<file path="config.mk">
export PLATFORM = sky130hd
export DESIGN_NAME = dps_supervisor
export DESIGN_NICKNAME = d
export VERILOG_FILES = /design/src/shared/dps_pkg.sv /design/src/hdl/dps_supervisor.sv
export VERILOG_INCLUDE_DIRS = /design/src /design/src/shared
export SDC_FILE = /design/constraint.sdc
export NUM_CORES = 1
export LEC_CHECK = 0
export BUFFER_PORTS_ARGS = -buffer_cell sky130_fd_sc_hd__buf_2
export CORE_ASPECT_RATIO = 1.4
export CORE_MARGIN = 4
export CORE_UTILIZATION = 60
export DETAILED_ROUTE_END_ITERATION = 12
export PLACE_DENSITY = 0.81
export SYNTH_ARGS = -nofsm -noshare
export SYNTH_HDL_FRONTEND = slang
export SYNTH_SLANG_ARGS = --single-unit
</file>
<file path="constraint.sdc">
create_clock -name clk_sys_i -period 16.52 [get_ports clk_sys_i]
set_input_delay 2.478 -clock clk_sys_i [delete_from_list [all_inputs] [get_ports clk_sys_i]]
set_output_delay 2.478 -clock clk_sys_i [all_outputs]
set_load 0.02 [all_outputs]
</file>
<file path="src/shared/dps_consts.svh">
`ifndef DPS_CONSTS_SVH
`define DPS_CONSTS_SVH
// Function
// [RULE_01] Config 0 both, 1 fault, 2 alarm, 3 off
// [RULE_02] Alarm when sense above 7.0 V
// [RULE_03] Fault when sense above 7.8 V
// [RULE_04] Alarm clears only within 0.3-3.2 V
// [RULE_05] Fault clearable only within 0.3-3.2 V
// [RULE_06] Fault when sense below 0.12 V
// [RULE_07] Fault holds until temperature released
// [RULE_08] Software sets analog pins to thermistor
// [RULE_09] Undervoltage fault below level, default 70
// [RULE_10] Ride-through uses undervoltage level
// [RULE_11] Overspeed over 20 ms trips, disables modulation
// [RULE_12] Margin 0-100, default 10, 100 disables
// [RULE_13] Auto-reset after programmed time, default 0
// [RULE_14] Time at most 2 means no auto-reset
// [RULE_15] Recurrent if repeats within 30 s
// [RULE_16] Three recurrences inhibit auto-reset
// [RULE_17] Input selectors 0-62, default 0
// [RULE_18] Alarm sets on fall, clears on rise
// [RULE_19] External alarm never stops motor
// [RULE_20] Fault on selected input falling edge
// [RULE_21] Any fault holds modulation disabled
// [RULE_22] Edges from synchronised input samples

// ==========================================
// Register byte offsets
`define DPS_OFS_CTRL     8'h00
`define DPS_OFS_UVLVL    8'h04
`define DPS_OFS_OVSMAR   8'h08
`define DPS_OFS_MAXSPD   8'h0C
`define DPS_OFS_ARTIME   8'h10
`define DPS_OFS_EXTSEL   8'h14
`define DPS_OFS_STATUS   8'h18
// CTRL fields
`define DPS_CTRL_CFG_LSB 0
`define DPS_CTRL_RT_BIT  2
`define DPS_CTRL_RST_BIT 3
// EXTSEL fields
`define DPS_SEL_ALM_LSB  0
`define DPS_SEL_FLT_LSB  8

// ==========================================
// Reset values
`define DPS_CFG_RST      2'h3
`define DPS_UVLVL_RST    7'h46
`define DPS_OVSMAR_RST   7'h0A
`define DPS_MAXSPD_RST   16'h0708
`define DPS_ARTIME_RST   12'h000
`define DPS_SEL_RST      6'h00

// ==========================================
// Levels in millivolts, percent and seconds
`define DPS_ALM_MV       16'h1B58
`define DPS_FLT_MV       16'h1E78
`define DPS_REL_LO_MV    16'h012C
`define DPS_REL_HI_MV    16'h0C80
`define DPS_MINR_MV      16'h0078
`define DPS_OVS_OFF_PCT  7'h64
`define DPS_AR_MIN_S     12'h002

// ==========================================
// Timing
`define DPS_CLK_MHZ      25
`define DPS_TICK_US      1000
`define DPS_MS_CYCLES    (`DPS_TICK_US * `DPS_CLK_MHZ)
`define DPS_OVS_MS       5'h14
`define DPS_MS_PER_S     10'h3E7
`define DPS_RECUR_S      5'h1E
`define DPS_RECUR_MAX    2'h3
`endif

</file>
<file path="src/shared/dps_pkg.sv">
package dps_pkg;

  // Fault slots
  typedef enum logic [1:0] {
    DPS_F_THERM,
    DPS_F_OVS,
    DPS_F_UV,
    DPS_F_EXT
  } dps_flt_e;

  typedef struct packed {
    logic            aw_ok;
    logic            w_ok;
    logic [7:0]      awaddr;
    logic [31:0]     wdata;
    logic [3:0]      wstrb;
    logic            bvalid;
    logic [1:0]      bresp;
    logic            rvalid;
    logic [31:0]     rdata;
    logic [1:0]      rresp;
    logic [1:0]      cfg;
    logic            rt_en;
    logic [6:0]      uv_lvl;
    logic [6:0]      ovs_mar;
    logic [15:0]     max_spd;
    logic [11:0]     ar_time;
    logic [5:0]      alm_sel;
    logic [5:0]      flt_sel;
    logic [61:0]     sync1;
    logic [61:0]     sync2;
    logic [61:0]     prev;
    logic            th_alm;
    logic            ext_alm;
    logic            rt_act;
    logic [3:0]      flt;
    logic            mod_dis;
    logic [15:0]     presc;
    logic            ms_tick;
    logic [4:0]      ovs_cnt;
    logic [9:0]      sec_ms;
    logic            sec_tick;
    logic [11:0]     ar_sec;
    logic [4:0]      win_sec;
    logic            win_act;
    logic [3:0]      last_set;
    logic [3:0][1:0] rec;
    logic            inhibit;
  } dps_state_s;

endpackage

</file>
<file path="src/hdl/dps_supervisor.sv">
// The implementer's own choices: the AXI4-Lite interface to the registers and the register addresses.
`timescale 1ns/100ps
`include "dps_consts.svh"

module dps_supervisor #(
  parameter int unsigned NUM_DI    = 62,
  parameter int unsigned MS_CYCLES = `DPS_MS_CYCLES
) (
  // Clock and reset
  input  wire logic              clk_sys_i,
  input  wire logic              sys_rst_i,
  // AXI4-Lite write
  input  wire logic              s_axi_awvalid_i,
  output logic                   s_axi_awready_o,
  input  wire logic [7:0]        s_axi_awaddr_i,
  input  wire logic              s_axi_wvalid_i,
  output logic                   s_axi_wready_o,
  input  wire logic [31:0]       s_axi_wdata_i,
  input  wire logic [3:0]        s_axi_wstrb_i,
  output logic                   s_axi_bvalid_o,
  input  wire logic              s_axi_bready_i,
  output logic [1:0]             s_axi_bresp_o,
  // AXI4-Lite read
  input  wire logic              s_axi_arvalid_i,
  output logic                   s_axi_arready_o,
  input  wire logic [7:0]        s_axi_araddr_i,
  output logic                   s_axi_rvalid_o,
  input  wire logic              s_axi_rready_i,
  output logic [31:0]            s_axi_rdata_o,
  output logic [1:0]             s_axi_rresp_o,
  // Measurements
  input  wire logic [15:0]       thermistor_sense_input_i,
  input  wire logic [15:0]       speed_i,
  input  wire logic [7:0]        dc_link_pct_i,
  input  wire logic [NUM_DI-1:0] di_i,
  // Protection outputs
  output logic                   thermistor_overtemp_alarm_o,
  output logic                   thermistor_overtemp_fault_o,
  output logic                   overspeed_fault_o,
  output logic                   undervoltage_fault_o,
  output logic                   external_alarm_event_o,
  output logic                   external_fault_event_o,
  output logic                   ride_through_o,
  output logic                   general_disable_o,
  output logic                   modulation_disable_o
);

  // ==========================================
  // Elaboration checks
  if (NUM_DI < 1 || NUM_DI > 62) begin : g_bad_di
    $error("NUM_DI must be 1 to 62");
  end
  if (MS_CYCLES < 2 || MS_CYCLES > 65535) begin : g_bad_ms
    $error("MS_CYCLES must be 2 to 65535");
  end

  localparam logic [15:0] MS_LAST = 16'(MS_CYCLES - 1);

  localparam dps_pkg::dps_state_s ST_RST = '{
    cfg:     `DPS_CFG_RST,
    uv_lvl:  `DPS_UVLVL_RST,
    ovs_mar: `DPS_OVSMAR_RST,
    max_spd: `DPS_MAXSPD_RST,
    ar_time: `DPS_ARTIME_RST,
    alm_sel: `DPS_SEL_RST,
    flt_sel: `DPS_SEL_RST,
    default: '0
  };

  dps_pkg::dps_state_s st_r;
  dps_pkg::dps_state_s st_nxt;

  function automatic logic [31:0] merge(input logic [31:0] old_v,
                                        input logic [31:0] new_v,
                                        input logic [3:0]  strb);
    logic [31:0] res;
    res = old_v;
    for (int b = 0; b < 4; b++) begin
      if (strb[b]) begin
        res[8*b +: 8] = new_v[8*b +: 8];
      end
    end
    return res;
  endfunction

  // ==========================================
  // Combinational helpers
  logic [NUM_DI:0] di_now;
  logic [NUM_DI:0] di_old;
  logic            alm_fall;
  logic            alm_rise;
  logic            flt_fall;
  logic            in_band;
  logic            alm_en;
  logic            flt_en;
  logic            over_spd;
  logic            uv_low;
  logic            wr_go;
  logic            man_rst;
  logic            auto_rst;
  logic            ar_en;
  logic [3:0]      flt_set;
  logic [3:0]      flt_clr;
  logic [31:0]     status_w;
  logic [31:0]     rd_w;
  logic            rd_ok;
  logic [31:0]     wr_w;
  logic [31:0]     spd_x100;
  logic [31:0]     lim_x100;

  // Slot 0 idles high and selector 0 means unused
  assign di_now = {st_r.sync2[NUM_DI-1:0], 1'b1};
  assign di_old = {st_r.prev[NUM_DI-1:0], 1'b1};

  // Selectors past the fitted inputs stay idle
  always_comb begin
    alm_fall = 1'b0;
    alm_rise = 1'b0;
    flt_fall = 1'b0;
    if (32'(st_r.alm_sel) <= NUM_DI && st_r.alm_sel != 6'h00) begin
      alm_fall = di_old[st_r.alm_sel] & ~di_now[st_r.alm_sel]; // RULE_18
      alm_rise = ~di_old[st_r.alm_sel] & di_now[st_r.alm_sel]; // RULE_18
    end
    if (32'(st_r.flt_sel) <= NUM_DI && st_r.flt_sel != 6'h00) begin
      flt_fall = di_old[st_r.flt_sel] & ~di_now[st_r.flt_sel]; // RULE_20
    end
  end

  assign in_band = (thermistor_sense_input_i > `DPS_REL_LO_MV) &&
                   (thermistor_sense_input_i < `DPS_REL_HI_MV); // RULE_04
  assign alm_en  = (st_r.cfg == 2'h0) || (st_r.cfg == 2'h2); // RULE_01
  assign flt_en  = (st_r.cfg == 2'h0) || (st_r.cfg == 2'h1); // RULE_01

  // Cross-multiplied to avoid a divider
  assign spd_x100 = 32'(speed_i) * 32'h64;
  assign lim_x100 = 32'(st_r.max_spd) * (32'h64 + 32'(st_r.ovs_mar));
  assign over_spd = (st_r.ovs_mar < `DPS_OVS_OFF_PCT) && (spd_x100 > lim_x100); // RULE_12

  assign uv_low = dc_link_pct_i < {1'b0, st_r.uv_lvl}; // RULE_09

  // ==========================================
  // Register file
  assign wr_go = st_r.aw_ok && st_r.w_ok && !st_r.bvalid;
  assign wr_w  = st_r.wdata;
  assign man_rst = wr_go && st_r.awaddr == `DPS_OFS_CTRL && st_r.wstrb[0] &&
                   wr_w[`DPS_CTRL_RST_BIT];

  assign status_w = {23'h0, st_r.inhibit, st_r.rt_act, st_r.mod_dis, st_r.flt[3],
                     st_r.ext_alm, st_r.flt[2], st_r.flt[1], st_r.flt[0], st_r.th_alm};

  always_comb begin
    rd_ok = 1'b1;
    unique case (s_axi_araddr_i)
      `DPS_OFS_CTRL:   rd_w = {29'h0, st_r.rt_en, st_r.cfg};
      `DPS_OFS_UVLVL:  rd_w = {25'h0, st_r.uv_lvl};
      `DPS_OFS_OVSMAR: rd_w = {25'h0, st_r.ovs_mar};
      `DPS_OFS_MAXSPD: rd_w = {16'h0, st_r.max_spd};
      `DPS_OFS_ARTIME: rd_w = {20'h0, st_r.ar_time};
      `DPS_OFS_EXTSEL: rd_w = {18'h0, st_r.flt_sel, 2'h0, st_r.alm_sel};
      `DPS_OFS_STATUS: rd_w = status_w;
      default: begin
        rd_w  = 32'h0;
        rd_ok = 1'b0;
      end
    endcase
  end

  assign s_axi_awready_o = !st_r.aw_ok;
  assign s_axi_wready_o  = !st_r.w_ok;
  assign s_axi_arready_o = !st_r.rvalid;
  assign s_axi_bvalid_o  = st_r.bvalid;
  assign s_axi_bresp_o   = st_r.bresp;
  assign s_axi_rvalid_o  = st_r.rvalid;
  assign s_axi_rdata_o   = st_r.rdata;
  assign s_axi_rresp_o   = st_r.rresp;

  // ==========================================
  // Next state
  assign ar_en    = (st_r.ar_time > `DPS_AR_MIN_S) && !st_r.inhibit; // RULE_14
  assign auto_rst = ar_en && st_r.sec_tick && (|st_r.flt) &&
                    (st_r.ar_sec + 12'h001 >= st_r.ar_time); // RULE_13

  always_comb begin
    logic [31:0] m;
    m = 32'h0;
    st_nxt = st_r;

    // AXI channels
    if (s_axi_awvalid_i && !st_r.aw_ok) begin
      st_nxt.aw_ok  = 1'b1;
      st_nxt.awaddr = s_axi_awaddr_i;
    end
    if (s_axi_wvalid_i && !st_r.w_ok) begin
      st_nxt.w_ok  = 1'b1;
      st_nxt.wdata = s_axi_wdata_i;
      st_nxt.wstrb = s_axi_wstrb_i;
    end
    if (wr_go) begin
      st_nxt.bvalid = 1'b1;
      st_nxt.bresp  = 2'h0;
      unique case (st_r.awaddr)
        `DPS_OFS_CTRL: begin
          m = merge({29'h0, st_r.rt_en, st_r.cfg}, wr_w, st_r.wstrb);
          st_nxt.cfg   = m[`DPS_CTRL_CFG_LSB +: 2]; // RULE_01
          st_nxt.rt_en = m[`DPS_CTRL_RT_BIT];
        end
        `DPS_OFS_UVLVL: begin
          m = merge({25'h0, st_r.uv_lvl}, wr_w, st_r.wstrb);
          st_nxt.uv_lvl = m[6:0];
        end
        `DPS_OFS_OVSMAR: begin
          m = merge({25'h0, st_r.ovs_mar}, wr_w, st_r.wstrb);
          st_nxt.ovs_mar = m[6:0];
        end
        `DPS_OFS_MAXSPD: begin
          m = merge({16'h0, st_r.max_spd}, wr_w, st_r.wstrb);
          st_nxt.max_spd = m[15:0];
        end
        `DPS_OFS_ARTIME: begin
          m = merge({20'h0, st_r.ar_time}, wr_w, st_r.wstrb);
          st_nxt.ar_time = m[11:0];
        end
        `DPS_OFS_EXTSEL: begin
          m = merge({18'h0, st_r.flt_sel, 2'h0, st_r.alm_sel}, wr_w, st_r.wstrb);
          st_nxt.alm_sel = m[`DPS_SEL_ALM_LSB +: 6]; // RULE_17
          st_nxt.flt_sel = m[`DPS_SEL_FLT_LSB +: 6]; // RULE_17
        end
        `DPS_OFS_STATUS: st_nxt.bresp = 2'h0;
        default:         st_nxt.bresp = 2'h2;
      endcase
    end
    if (st_r.bvalid && s_axi_bready_i) begin
      st_nxt.bvalid = 1'b0;
      st_nxt.aw_ok  = 1'b0;
      st_nxt.w_ok   = 1'b0;
    end
    if (s_axi_arvalid_i && !st_r.rvalid) begin
      st_nxt.rvalid = 1'b1;
      st_nxt.rdata  = rd_w;
      st_nxt.rresp  = rd_ok ? 2'h0 : 2'h2;
    end else if (st_r.rvalid && s_axi_rready_i) begin
      st_nxt.rvalid = 1'b0;
    end

    // Input synchronisers
    st_nxt.sync1 = 62'(di_i); // RULE_22
    st_nxt.sync2 = st_r.sync1; // RULE_22
    st_nxt.prev  = st_r.sync2;

    // Time base
    st_nxt.ms_tick  = (st_r.presc == MS_LAST);
    st_nxt.presc    = st_nxt.ms_tick ? 16'h0 : st_r.presc + 16'h1;
    st_nxt.sec_tick = 1'b0;
    if (st_r.ms_tick) begin
      st_nxt.sec_ms = (st_r.sec_ms == `DPS_MS_PER_S) ? 10'h0 : st_r.sec_ms + 10'h1;
      st_nxt.sec_tick = (st_r.sec_ms == `DPS_MS_PER_S);
    end

    // Thermistor alarm; clearing only inside the release band, or at once when the config turns the alarm off
    if (!alm_en) begin
      st_nxt.th_alm = 1'b0;
    end else if (thermistor_sense_input_i > `DPS_ALM_MV) begin
      st_nxt.th_alm = 1'b1; // RULE_02
    end else if (in_band) begin
      st_nxt.th_alm = 1'b0; // RULE_04
    end

    // External alarm is flag only, never reaches modulation
    if (alm_fall) begin
      st_nxt.ext_alm = 1'b1; // RULE_18 RULE_19
    end else if (alm_rise) begin
      st_nxt.ext_alm = 1'b0; // RULE_18
    end

    // Overspeed persistence in ms ticks
    if (!over_spd) begin
      st_nxt.ovs_cnt = 5'h0;
    end else if (st_r.ms_tick && st_r.ovs_cnt != `DPS_OVS_MS) begin
      st_nxt.ovs_cnt = st_r.ovs_cnt + 5'h1;
    end

    // Ride-through replaces the undervoltage trip
    st_nxt.rt_act = st_r.rt_en && uv_low; // RULE_10

    // Fault sources
    flt_set[dps_pkg::DPS_F_THERM] = flt_en &&
        ((thermistor_sense_input_i > `DPS_FLT_MV) ||
         (thermistor_sense_input_i < `DPS_MINR_MV)); // RULE_03 RULE_06
    flt_set[dps_pkg::DPS_F_OVS] = over_spd && st_r.ms_tick &&
                                  st_r.ovs_cnt == `DPS_OVS_MS; // RULE_11
    flt_set[dps_pkg::DPS_F_UV]  = !st_r.rt_en && uv_low; // RULE_09
    flt_set[dps_pkg::DPS_F_EXT] = flt_fall; // RULE_20

    // Thermistor fault stays latched outside the band unless the config turns the fault off
    flt_clr = {4{man_rst || auto_rst}};
    flt_clr[dps_pkg::DPS_F_THERM] = flt_clr[dps_pkg::DPS_F_THERM] &&
                                    (in_band || !flt_en); // RULE_05 RULE_07
    // Set wins over clear
    st_nxt.flt = (st_r.flt & ~flt_clr) | flt_set; // RULE_21
    st_nxt.mod_dis = |st_nxt.flt; // RULE_21 RULE_11

    // Auto-reset timer in seconds
    if (!(|st_r.flt) || !ar_en || auto_rst) begin
      st_nxt.ar_sec = 12'h0;
    end else if (st_r.sec_tick) begin
      st_nxt.ar_sec = st_r.ar_sec + 12'h1; // RULE_13
    end

    // Recurrence window after an automatic reset
    if (auto_rst) begin
      st_nxt.win_act  = 1'b1;
      st_nxt.win_sec  = 5'h0;
      st_nxt.last_set = st_r.flt;
    end else if (st_r.win_act && st_r.sec_tick) begin
      st_nxt.win_sec = st_r.win_sec + 5'h1;
      st_nxt.win_act = (st_r.win_sec + 5'h1 < `DPS_RECUR_S); // RULE_15
    end

    // Manual reset first, so a repeat in the same cycle still counts
    if (man_rst) begin
      st_nxt.rec     = '0;
      st_nxt.win_act = 1'b0;
      st_nxt.inhibit = 1'b0;
    end
    for (int k = 0; k < 4; k++) begin
      if (flt_set[k] && !st_r.flt[k]) begin
        if (st_r.win_act && st_r.last_set[k]) begin
          if (st_r.rec[k] != `DPS_RECUR_MAX) begin
            st_nxt.rec[k] = st_r.rec[k] + 2'h1; // RULE_15
          end
        end else begin
          st_nxt.rec[k] = 2'h0;
        end
      end
    end
    // Inhibit holds until a manual reset
    for (int k = 0; k < 4; k++) begin
      if (st_nxt.rec[k] == `DPS_RECUR_MAX) begin
        st_nxt.inhibit = 1'b1; // RULE_16
      end
    end
  end

  always_ff @(posedge clk_sys_i or posedge sys_rst_i) begin
    if (sys_rst_i) begin
      st_r <= ST_RST;
    end else begin
      st_r <= st_nxt;
    end
  end

  // ==========================================
  // Outputs
  assign thermistor_overtemp_alarm_o = st_r.th_alm;
  assign thermistor_overtemp_fault_o = st_r.flt[dps_pkg::DPS_F_THERM];
  assign overspeed_fault_o           = st_r.flt[dps_pkg::DPS_F_OVS];
  assign undervoltage_fault_o        = st_r.flt[dps_pkg::DPS_F_UV];
  assign external_alarm_event_o      = st_r.ext_alm;
  assign external_fault_event_o      = st_r.flt[dps_pkg::DPS_F_EXT];
  assign ride_through_o              = st_r.rt_act;
  assign general_disable_o           = st_r.inhibit && (|st_r.flt);
  assign modulation_disable_o        = st_r.mod_dis;
endmodule

</file>
; After elaboration in Yosys (flattened, before gate mapping)
; Index checks and enable logic that the tools add are counted.
[classes]
add_sub_neg = 10
mul = 2
n_lt_le_gt_ge = 15
n_eq_ne = 28
mux = 54
bitwise = 9
n_reduce_logical = 82
[op_table]
columns = operator, n
row1 = 16-bit case mux with 7 select lines, 1
row2 = 8-bit by 5-bit == test with 1-bit output (second input constant), 6
row3 = 1-bit logical AND, 35
row4 = 8-bit by 4-bit == test with 1-bit output (second input constant), 4
row5 = 16-bit by 13-bit greater-than comparator with 1-bit output (second input constant), 2
row6 = 2-bit 2-to-1 mux, 15
row7 = 3-bit AND reduction, 9
row8 = 1-bit binary-select mux with 6-bit select, 4
row9 = 23-bit by 24-bit greater-than comparator with 1-bit output, 1
row10 = 16-bit by 8-bit multiplier with 24-bit output, 1
row11 = 1-bit 2-to-1 mux, 24
row12 = 12-bit 2-to-1 mux, 2
row13 = 16-bit by 5-bit multiplier with 21-bit output (second input constant), 1
row14 = 16-bit by 1-bit adder with 16-bit output (second input constant), 1
row15 = 16-bit by 15-bit == test with 1-bit output (second input constant), 1
row16 = 8-bit by 3-bit == test with 1-bit output (second input constant), 2
row17 = 16-bit by 9-bit greater-than comparator with 1-bit output (second input constant), 1
row18 = 8-bit zero test, 2
row19 = 16-bit by 12-bit less-than comparator with 1-bit output (second input constant), 1
row20 = 16-bit by 7-bit less-than comparator with 1-bit output (second input constant), 1
row21 = 16-bit 2-to-1 mux, 1
row22 = 6-bit by 7-bit less-than comparator with 1-bit output (second input constant), 2
row23 = 2-bit nonzero test, 7
row24 = 7-bit OR reduction, 2
row25 = 36 further kinds, 74
[totals]
register_bits = 381
inputBits = 161
output_inout_bits = 50
word_cells = 242

; Depth between registers and ports, before layout
; Gate-level depths: netlist (run 1).
[depth]
word_depth = 14
ltp_mapped = 33
ltp_nobuf = 32

; Least setup slack after synthesis (run 1)
; No wires, ideal clock.
[synth_timing]
kind = input to register
startpoint = in speed_i[2]
endpoint = reg st_r[0] in the netlist's numbering
setup_time_ps = 139
t_arrival_ps = 7253
t_required_ps = 16381
setup_slack_ps = 9129
stages = 23
path_buffers = 0
cell_sequence = ha_1 -> ha_1 -> inv_1 -> fa_1 -> inv_1 -> ha_1 -> a21oi_1 -> o21ai_0 -> a31o_2 -> a211oi_1 -> nor3_1 -> a2111o_1 -> a21oi_1 -> xnor2_1 -> ha_1 -> nand3_1 -> nor2_1 -> nand2_1 -> o41ai_1 -> a21oi_1 -> o211ai_1 -> mux2i_1 -> or4_1
[synth_between]
elab_chain_len = 11
elab_cells_between_ends = 12
cone_classes = 1 x mul / 1 x order compare / 1 x eq/ne / 4 x mux / 5 x reduce/logical
[synth_rtl]
columns = element, line
row1 = start: declaration, dps_supervisor.sv:33  ; input wire logic [15:0] speed_i,
row2 = 16-bit by 5-bit multiplier with 21-bit output (*), dps_supervisor.sv:135  ; assign spd_x100 = 32'(speed_i) * 32'h64;
row3 = 23-bit by 24-bit greater-than comparator with 1-bit output (*), dps_supervisor.sv:137  ; assign over_spd = (st_r.ovs_mar < `DPS_OVS_OFF_PCT) && (spd_x100 > lim_x100);
row4 = 1-bit logical AND (*), dps_supervisor.sv:137
row5 = 1-bit logical AND (*), dps_supervisor.sv:289  ; flt_set[dps_pkg::DPS_F_OVS] = over_spd && st_r.ms_tick &&
row6 = 1-bit logical AND (no source line) (*), -
row7 = 1-bit logical AND (*), dps_supervisor.sv:326  ; if (flt_set[k] && !st_r.flt[k]) begin
row8 = 2-bit 2-to-1 mux (*), dps_supervisor.sv:326
row9 = 2-bit == test (no source line) (*), -
row10 = 1-bit 2-to-1 mux (3 in series), dps_supervisor.sv:338  ; if (st_nxt.rec[k] == `DPS_RECUR_MAX) begin
row11 = end signal: assignment, dps_supervisor.sv:348  ; st_r <= st_nxt;
row12 = end: declaration, dps_supervisor.sv:70  ; dps_pkg::dps_state_s st_r;
; Every way passes the cells marked *; elsewhere a longest branch is shown, timed or not.
; A chain may end at the register's enable or synchronous reset.

; Worst setup path in the final report (run 1)
[layout_timing]
startpoint = reg st_r[300] in the netlist's numbering
endpoint = reg st_r[0] in the netlist's numbering
[layout_between]
elab_chain_len = 12
elab_cells_between_ends = 14
cone_classes = 1 x add/sub / 1 x mul / 2 x order compare / 1 x eq/ne / 4 x mux / 5 x reduce/logical
[layout_rtl]
columns = element, line
row1 = 7-bit by 7-bit adder with 8-bit output, dps_supervisor.sv:136  ; assign lim_x100 = 32'(st_r.max_spd) * (32'h64 + 32'(st_r.ovs_mar));
row2 = 16-bit by 8-bit multiplier with 24-bit output, dps_supervisor.sv:136
row3 = 23-bit by 24-bit greater-than comparator with 1-bit output, dps_supervisor.sv:137
row4 = 1-bit logical AND (*), dps_supervisor.sv:137
row5 = 1-bit logical AND (*), dps_supervisor.sv:289
row6 = 1-bit logical AND (no source line) (*), -
row7 = 1-bit logical AND (*), dps_supervisor.sv:326
row8 = 2-bit 2-to-1 mux (*), dps_supervisor.sv:326
row9 = 2-bit == test (no source line) (*), -
row10 = 1-bit 2-to-1 mux (3 in series), dps_supervisor.sv:338
; Marks and branches as above.

==> results of run 1 <==
==> routing by layer <==
layer,wire length [um],track usage,up-vias
met4,2020,0.101,0
met5,0,0,-
met1,17300,0.289,7500
li1,-,-,6858
met3,2510,0.0315,135
met2,25900,0.463,507
==> state kept, by name, summed over array words and instances, names as in the netlist <==
signal	flops
thermistor_overtemp_fault_o	1
s_axi_rdata_o	16
overspeed_fault_o	1
st_r	133
undervoltage_fault_o	1
thermistor_overtemp_alarm_o	1
s_axi_bvalid_o	1
s_axi_bresp_o	1
di_old	62
wr_w	16
s_axi_rvalid_o	1
external_fault_event_o	1
external_alarm_event_o	1
di_now	62
modulation_disable_o	1
st_nxt	62
s_axi_rresp_o	1
ride_through_o	1
==> cells in the mapped netlist (6+ instances only) <==
cell and n:
dfrtp_1 352, inv_1 221, nand2_1 153, ha_1 147
fa_1 95, mux2_2 95, and2_1 78, nor2_1 64
a21oi_1 57, o21ai_0 52, clkbuf_1 50, mux4_2 44
xnor2_1 40, buf_4 37, nand3_1 35, nor2b_1 33
xor2_1 33, a21o_1 31, nand2b_1 24, and3_1 19
nand4_1 18, nor3_1 18, a211oi_1 14, nor4_1 14
a32o_1 11, dfstp_2 11, mux2i_1 11, or3_1 10
o32ai_1 9, a221oi_1 8, a22oi_1 8, or4_1 8
buf_1 7, o211ai_1 7, nand3b_1 6, o22ai_1 6
o31ai_1 6
==> metrics by stage <==
stage	util	instance area [sq um]
global route	0.674	23800
floorplan	-	21600
global placement	0.641	22600
finish	0.674	23800
detailed placement	0.641	22600
CTS	0.674	23800
==> critical path, delay by kind of cell, from the launching register on <==
kind	cells	cell delay, ns
xor+xnor	2	1.02
compound gates	10	2.45
flops	1	0.65
mux	1	0.15
buf+inv	3	0.14
fa+ha+maj	7	3.10
simple gates	7	1.60
==> layout by cell type, fill, tap and decap left out, types with 44 or more instances in the layout <==
| cell | count |
|---|---|
| inv_1 | 220 |
| dfrtp_1 | 351 |
| a21oi_1 | 57 |
| nor2_1 | 64 |
| buf_2 | 174 |
| fa_1 | 95 |
| mux2_2 | 95 |
| nand2_1 | 153 |
| o21ai_0 | 52 |
| and2_1 | 78 |
| ha_1 | 147 |
| mux4_2 | 44 |
==> how the worst max path moves through the flow <==
stage,startpoint,endpoint
after global routing,st_r[300],st_r[0]
after global placement,st_r[300],st_r[0]
after floorplan,sys_rst_i,di_now[10]
after detailed placement,st_r[300],st_r[0]
after CTS,st_r[300],st_r[0]
final,st_r[300],st_r[0]
==> layout make-up <==
class / instances / area share
flip-flops and latches: 363 / 0.383
inverters: 221 / 0.0352
clock inverters: 21 / 0.0142
repair buffers: 186 / 0.0405
clock buffers: 37 / 0.0344
well taps: 456 / 0.0240
multi-input cells: 1259 / 0.469
==> logic make-up (layout without fill, tap and decap cells) <==
group,count (synthesis),after routing,synth area share
AOI/OAI and AO/OA,276,276,0.0896
xor gates and xnor gates,73,73,0.0296
adders and majority gates,242,242,0.173
buffers and inverters,325,465,0.0650
DFF,363,363,0.422
muxes,150,150,0.101
other,1,18,0.000174
and+or+nand+nor,500,500,0.120
==> report_power, final <==
part           total [W]  switching [W]  internal, W
Combinational   0.000638       0.000347     0.000291
Sequential       0.00109       0.000119     0.000974
Clock           0.000813       0.000331     0.000482
Total            0.00254       0.000797      0.00175
==> metrics.txt, run 1 <==
status=finished clean; Die Y=232 um; Layout Skew=0.0198 ns; min cycle time layout=9.28 ns; Die ar.=0.0391 sq mm; clk_lat worst skew=0.58 ns; Mapped Cells=1930; P_leak=11.2 nW; peak supply drop=0.141 mV; Max Root-Sink Buffers=3; CTS buffer count=31; ratio of cells with drive above 1 in the final layout=0.194; R2R cell count=30; FP Rows=81; mapped cell area=0.0216 sq mm; synth warn=0; initial antenna violation count=0; Hold Worst Slack=0.349 ns; ant diodes=0; clock-pin slew on the worst setup and hold paths=0.07 ns; Final Net Count=2465; Syn Area/Cell=11.2 sq um; MaxCap Viol Count=0; Main synth FF type=dfrtp_1; hold path start=st_nxt[167]; Reg-to-Reg End=st_r[0]; GRT Util Overall=0.248; CTS Sinks=363; TritonCTS clock tree=yes; Die Wd=168 um; routed vias=15000; placed cells=2485; largest net degree at the start of global routing=136; vias per inst=5.90; wire length of the first global-routing pass=79100 um; Iter 0 DRT Violations=959; Slew HR=0.233; post-synth top area share=0.408; worst r2r src=st_r[300]; GR Overflow Total=0; DP Worst Slack=7.30 ns; I/O Buffers=174; RSZ-0062 raised after global routing=false; WP data arrival=9.74 ns; Non-Filler Instances=2543; Slowest cell on crit path=xor2_1; remaining antenna violation count=0; Hold Path Stages=0; CTS Hold Bufs=0; Endpoint, Worst Hold=di_now[34]; fin worst setup slack=7.24 ns; drc violations=0; vias in the first global route=15900; Tightest Pin Transition=1.12 ns; most used cell, CP=fa_1; Crit Path Category=reg -> reg; Initial Util=0.611; sequential share of the synthesized area=0.422; # fillers=2585; Final HPWL DP=36000 um; critical path startpoint category=register; H-tree depth=1; FF/Latch Area=0.00910 sq mm; final WL=47700 um; flops & latches, synth=363; setup TNS=0 ns; Multi-input gate area=0.0111 sq mm; clk root buf=clkbuf_16; io pins=211; fin. max-slew vios=0; Post-synth EDFFs=0; hold crit path type=reg -> reg; R2R Setup Slk=7.24 ns; asr flop ratio synth=1.00; routability cong.=0.915; Fin. Hold Viols=0; fin crit share=0.562; top cells by area, synth=dfrtp_1, fa_1, ha_1; fmax=108 MHz; Critical Path Sink Type=register; DRT Pass-1 Iters=8; CP Max Fanout=21; crit-path max cell delay=0.88 ns; Final setup viols=0; PD cells=107 mW/mm^2; Power, Total=0.00254 W; CP Data Required Time=16.97 ns; Cell variety after synth=79; Synth area leader=dfrtp_1; core area=0.0353 sq mm; post-CTS resize count=0; setup bufs post-CTS=0; drt wl/cell=18.8 um; area grow syn2layout=10.1%
Power figures use the tool's default switching activity.
==> run 2: changes to the inputs <==
--- a/config.mk
+++ b/config.mk
@@ -9,9 +9,9 @@
 export BUFFER_PORTS_ARGS = -buffer_cell sky130_fd_sc_hd__buf_2
 export CORE_ASPECT_RATIO = 1.4
 export CORE_MARGIN = 4
-export CORE_UTILIZATION = 60
+export CORE_UTILIZATION = 55
 export DETAILED_ROUTE_END_ITERATION = 12
-export PLACE_DENSITY = 0.81
+export PLACE_DENSITY = 0.78
 export SYNTH_ARGS = -nofsm -noshare
 export SYNTH_HDL_FRONTEND = slang
 export SYNTH_SLANG_ARGS = --single-unit
==> constraint.sdc (replaced) <==
create_clock -name clk_sys_i -period 8.5 [get_ports clk_sys_i]
set_input_delay 1.275 -clock clk_sys_i [delete_from_list [all_inputs] [get_ports clk_sys_i]]
set_output_delay 1.275 -clock clk_sys_i [all_outputs]
set_load 0.02 [all_outputs]
==> metrics.txt, run 2 (synthesized netlist as in run 1, its figures left out) <==
io pins=211 (unchanged); Iter 0 DRT Violations=895 (-6.7%); FP Rows=85 (+4.9%); core area=0.0386 sq mm (+9.5%); Die ar.=0.0425 sq mm (+8.7%); vias in the first global route=16200 (+2.4%); hold path start=st_nxt[157]; RSZ-0062 raised after global routing=false; PD cells=204 mW/mm^2 (+91%); clk_lat worst skew=0.57 ns (about the same); CP Max Fanout=14 (-33%); Non-Filler Instances=2638 (+3.7%); GR Overflow Total=0 (unchanged); routed vias=15000 (-0.11%); I/O Buffers=174 (unchanged); final WL=48000 um (+0.65%); Hold Path Stages=0 (unchanged); placed cells=2580 (+3.8%); GRT Util Overall=0.229 (-0.0196); Die Wd=175 um (+4.2%); R2R cell count=32 (+6.7%); Tightest Pin Transition=1.08 ns (-0.0445 ns); Initial Util=0.559 (-0.0529); Crit Path Category=reg -> reg; Final HPWL DP=36900 um (+2.5%); final core area utilization=0.622 (-0.0513); WP data arrival=8.42 ns (-1.32 ns); CTS buffer count=30 (-3.2%); routability cong.=0.922 (+0.75%); critical path startpoint category=register; H-tree depth=1 (unchanged); max FFs per register=133 (unchanged); fmax=125 MHz (+16%); Slowest cell on crit path=a211oi_1; P_leak=11.3 nW (+1.0%); drt wl/cell=18.2 um (-3.0%); largest net degree at the start of global routing=147 (+8.1%); Final setup viols=0 (unchanged); Die Y=242 um (+4.3%); fin. max-slew vios=0 (unchanged); wire length of the first global-routing pass=79900 um (+1.0%); clk root buf=clkbuf_16; MaxCap Viol Count=0 (unchanged); ratio of cells with drive above 1 in the final layout=0.206 (+0.0117); Layout Skew=0.0151 ns (-0.00471 ns); Reg-to-Reg End=st_r[0]; remaining antenna violation count=0 (unchanged); drc violations=0 (unchanged); CP Data Required Time=8.94 ns (-8.03 ns); DRT Pass-1 Iters=6 (-2); Slew HR=0.264 (+0.0304); worst r2r src=st_r[301]; R2R Setup Slk=0.52 ns (-6.72 ns); TritonCTS clock tree=yes; Final Net Count=2493 (+1.1%); min cycle time layout=7.98 ns (-1.30 ns); crit-path max cell delay=0.57 ns (-0.31 ns); hold crit path type=reg -> reg; most frequent cells in the layout=dfrtp_1, inv_1, buf_2; Max Root-Sink Buffers=3 (unchanged); area grow syn2layout=11.4%; vias per inst=5.68 (-3.7%); peak supply drop=0.339 mV (+140%); setup bufs post-CTS=0 (unchanged); initial antenna violation count=2 (+2); Endpoint, Worst Hold=di_now[24]; fin crit share=0.939 (+0.377); setup TNS=0 ns (unchanged); CTS Sinks=363 (unchanged); status=finished clean; most common cell after layout, fill and taps aside=dfrtp_1; Critical Path Sink Type=register; Fin. Hold Viols=0 (unchanged); largest reg by FF count=st_r; clock-pin slew on the worst setup and hold paths=0.07 ns (about the same)
==> run 2: cell types whose count changed in the layout (fill, tap and decap cells not counted), sizes merged <==
cell      change
clkinvlp      +3
bufinv        -1
inv           -1
clkbuf        -3
buf          +29
diode         +2
==> run 2: cell type report <==
cell class / count / area (sq um)
fillers: 2964 / 14600
multi-input cells: 1259 / 11100
flip-flops and latches: 363 / 9100
repair buffers: 215 / 1190
inverters: 221 / 833
clock buffers: 34 / 786
well taps: 522 / 653
clock inverters: 22 / 318
diodes: 2 / 5.00
==> run 2: through the flow <==
| step | power (W) | cell area (sq um) | hold WS, ns | setup WS [ns] |
|---|---|---|---|---|
| after CTS | 0.00494 | 24000 | 0.349 | 0.408 |
| after global routing | 0.00520 | 24000 | 0.353 | 0.151 |
| after global placement | 0.00336 | 22900 | 0.334 | 0.570 |
| final | 0.00491 | 24000 | 0.347 | 0.518 |
| after floorplan | 0.00304 | 21600 | 0.331 | 1.14 |
| after detailed placement | 0.00342 | 22900 | 0.335 | 0.418 |
==> run 2: routing by layer <==
layer	GRT usage	up-vias	routed length [um]
met2	0.425	492	25700
li1	-	6903	-
met5	0	-	0
met4	0.102	0	2210
met1	0.263	7462	17800
met3	0.0261	127	2260
==> run 2: critical path: cells and delay by family (launching register included) <==
kind | cells | cell delay (ns)
fa+ha+maj | 7 | 2.91
compound gates | 11 | 2.20
simple gates | 6 | 1.34
flops | 1 | 0.56
buf+inv | 5 | 0.40
xor+xnor | 2 | 0.32
mux | 1 | 0.12
==> run 2: repair_timing <==
action	CTS	global route
resized for setup	0	1
hold buffers	0	0
setup endpoints to repair	0	1
==> run 2: worst max path at each step <==
stage,start,slack (ns),endpoint,depth (start not counted)
after detailed placement,st_r[301],0.42,st_r[0],32
after global placement,st_r[301],0.57,st_r[0],32
final,st_r[301],0.52,st_r[0],32
after global routing,st_r[301],0.15,st_r[0],32
after floorplan,st_r[300],1.14,st_r[0],31
after CTS,st_r[301],0.41,st_r[0],32
==> run 2: power by group <==
part | internal [W] | leakage (nW) | switching, W
clock network | 0.000885 | 0.533 | 0.000630
logic | 0.000593 | 6.34 | 0.000684
registers | 0.00189 | 4.46 | 0.000228
total | 0.00337 | 11.3 | 0.00154
==> run 3: changes to the inputs <==
--- a/config.mk
+++ b/config.mk
@@ -9,9 +9,10 @@
 export BUFFER_PORTS_ARGS = -buffer_cell sky130_fd_sc_hd__buf_2
 export CORE_ASPECT_RATIO = 1.4
 export CORE_MARGIN = 4
-export CORE_UTILIZATION = 55
+export CORE_UTILIZATION = 56
+export CTS_BUF_LIST = sky130_fd_sc_hd__clkbuf_2 sky130_fd_sc_hd__clkbuf_4 sky130_fd_sc_hd__clkbuf_8
 export DETAILED_ROUTE_END_ITERATION = 12
-export PLACE_DENSITY = 0.78
+export PLACE_DENSITY = 0.79
 export SYNTH_ARGS = -nofsm -noshare
 export SYNTH_HDL_FRONTEND = slang
 export SYNTH_SLANG_ARGS = --single-unit
==> metrics.txt, run 3 (synthesized netlist as in run 1, its figures left out) <==
status=finished clean; critical path startpoint category=register; Crit Path Category=reg -> reg; most frequent cells in the layout=dfrtp_1, inv_1, buf_2; wire length of the first global-routing pass=77400 um (-3.1%); crit-path max cell delay=0.56 ns (about the same); TritonCTS clock tree=yes; final core area utilization=0.631 (+0.00859); largest reg by FF count=st_r; remaining antenna violation count=0 (unchanged); peak supply drop=0.163 mV (-52%); CP Data Required Time=8.97 ns (+0.03 ns); drc violations=0 (unchanged); CTS Sinks=363 (unchanged); DP Worst Slack=0.410 ns (-0.00748 ns); core area=0.0378 sq mm (-2.0%); fin. max-slew vios=0 (unchanged); clk root buf=clkbuf_8; FP Rows=84 (-1.2%); PD cells=200 mW/mm^2 (-2.0%); Iter 0 DRT Violations=834 (-6.8%); largest net degree at the start of global routing=139 (-5.4%); drt wl/cell=18.1 um (-0.74%); GR Overflow Total=0 (unchanged); most common cell after layout, fill and taps aside=dfrtp_1; WP buf/inv=5 (unchanged); CTS Hold Bufs=0 (unchanged); fmax=124 MHz (-1.0%); I/O Buffers=174 (unchanged); Final setup viols=0 (unchanged); Layout Skew=0.0446 ns (+0.0296 ns); setup TNS=0 ns (unchanged); setup bufs post-CTS=0 (unchanged); Final HPWL DP=36400 um (-1.4%); clock-pin slew on the worst setup and hold paths=0.07 ns (about the same); initial antenna violation count=2 (unchanged); Tightest Pin Transition=1.18 ns (+0.102 ns); routed vias=15100 (+0.54%); Die Wd=174 um (-0.86%); Slowest cell on crit path=dfstp_2; min cycle time layout=8.07 ns (+0.0844 ns); Final Net Count=2506 (+0.52%); Fin. Hold Viols=0 (unchanged); Initial Util=0.570 (+0.0114); H-tree depth=2 (+1); clk_lat worst skew=0.61 ns (+0.04 ns); CP Max Fanout=14 (unchanged); Area after DPL=0.0228 sq mm (-0.46%); Power, Total=0.00478 W (-2.6%); vias in the first global route=15700 (-3.1%); DRT Pass-1 Iters=5 (-1); # fillers=2917 (-1.6%); hold crit path type=reg -> reg; post-CTS resize count=0 (unchanged); GRT Util Overall=0.227 (-0.00156); vias per inst=5.76 (+1.3%); fin worst setup slack=0.434 ns (-0.0844 ns); max FFs per register=133 (unchanged); area grow syn2layout=10.7%; ratio of cells with drive above 1 in the final layout=0.217 (+0.0108); Slew HR=0.211 (-0.0527); Layout Cell Area excl Fill=0.0239 sq mm (-0.64%); WP data arrival=8.54 ns (+0.12 ns); RSZ-0062 raised after global routing=false; fin crit share=0.949 (+0.00993); final WL=47300 um (-1.5%); Die Y=240 um (-0.87%); CTS buffer count=49 (+63%); routability cong.=0.855 (-7.3%); Die ar.=0.0418 sq mm (-1.7%); MaxCap Viol Count=0 (unchanged); Max Root-Sink Buffers=3 (unchanged); P_leak=11.3 nW (about the same); crit-path leading delay family=adder cells; io pins=211 (unchanged); Critical Path Sink Type=register
==> run 3: worst register-to-register path, delay by kind of cell, from the launching register on <==
kind / cells / cell delay, ns
XOR/XNOR: 2 / 0.31
AO/OA/AOI/OAI: 11 / 2.24
AND/OR/NAND/NOR: 6 / 1.43
flip-flops: 1 / 0.56
multiplexers: 1 / 0.13
buffers and inverters: 5 / 0.40
adder cells (fa/ha/maj): 7 / 2.86
==> run 3: where the power goes <==
group	internal, W	switching (W)	leakage (nW)
registers	0.00189	0.000227	4.46
clock network	0.000747	0.000641	0.564
logic	0.000589	0.000682	6.31
total	0.00323	0.00155	11.3
==> run 3: area by class of cell <==
class	count	area (sq um)	area share
multi-input combinational	1259	11100	0.466
sequential	363	9100	0.381
timing repair buffer	209	1150	0.0480
clock buffer	78	948	0.0397
inverter	221	833	0.0349
tap	473	592	0.0248
clock inverter	12	111	0.00467
antenna	2	5.00	0.000210
==> run 3: worst paths after layout <==
check                            start           to  slack [ns]  depth (start not counted)
min in group asynchronous    sys_rst_i   di_old[58]        0.90                          2
min                        st_nxt[167]   di_now[34]        0.34                          0
max reg2reg                  st_r[301]      st_r[0]        0.43                         32
max in group asynchronous    sys_rst_i  st_nxt[163]        5.70                          4
max                          st_r[301]      st_r[0]        0.43                         32
min reg2reg                st_nxt[167]   di_now[34]        0.34                          0
==> run 3: per-layer routing <==
metal  GRT usage  up-vias  routed length [um]
li1            -     6945                   -
met1       0.264     7502               17800
met2       0.424      483               25100
met3      0.0293      135                2430
met4      0.0960        0                1980
met5           0        -                   0
==> run 3: through the flow <==
stage               hold slack, ns  cells
detailed placement           0.335   2525
floorplan                    0.331   1947
global placement             0.333   2525
global route                 0.350   2617
CTS                          0.344   2615
finish                       0.344   2617
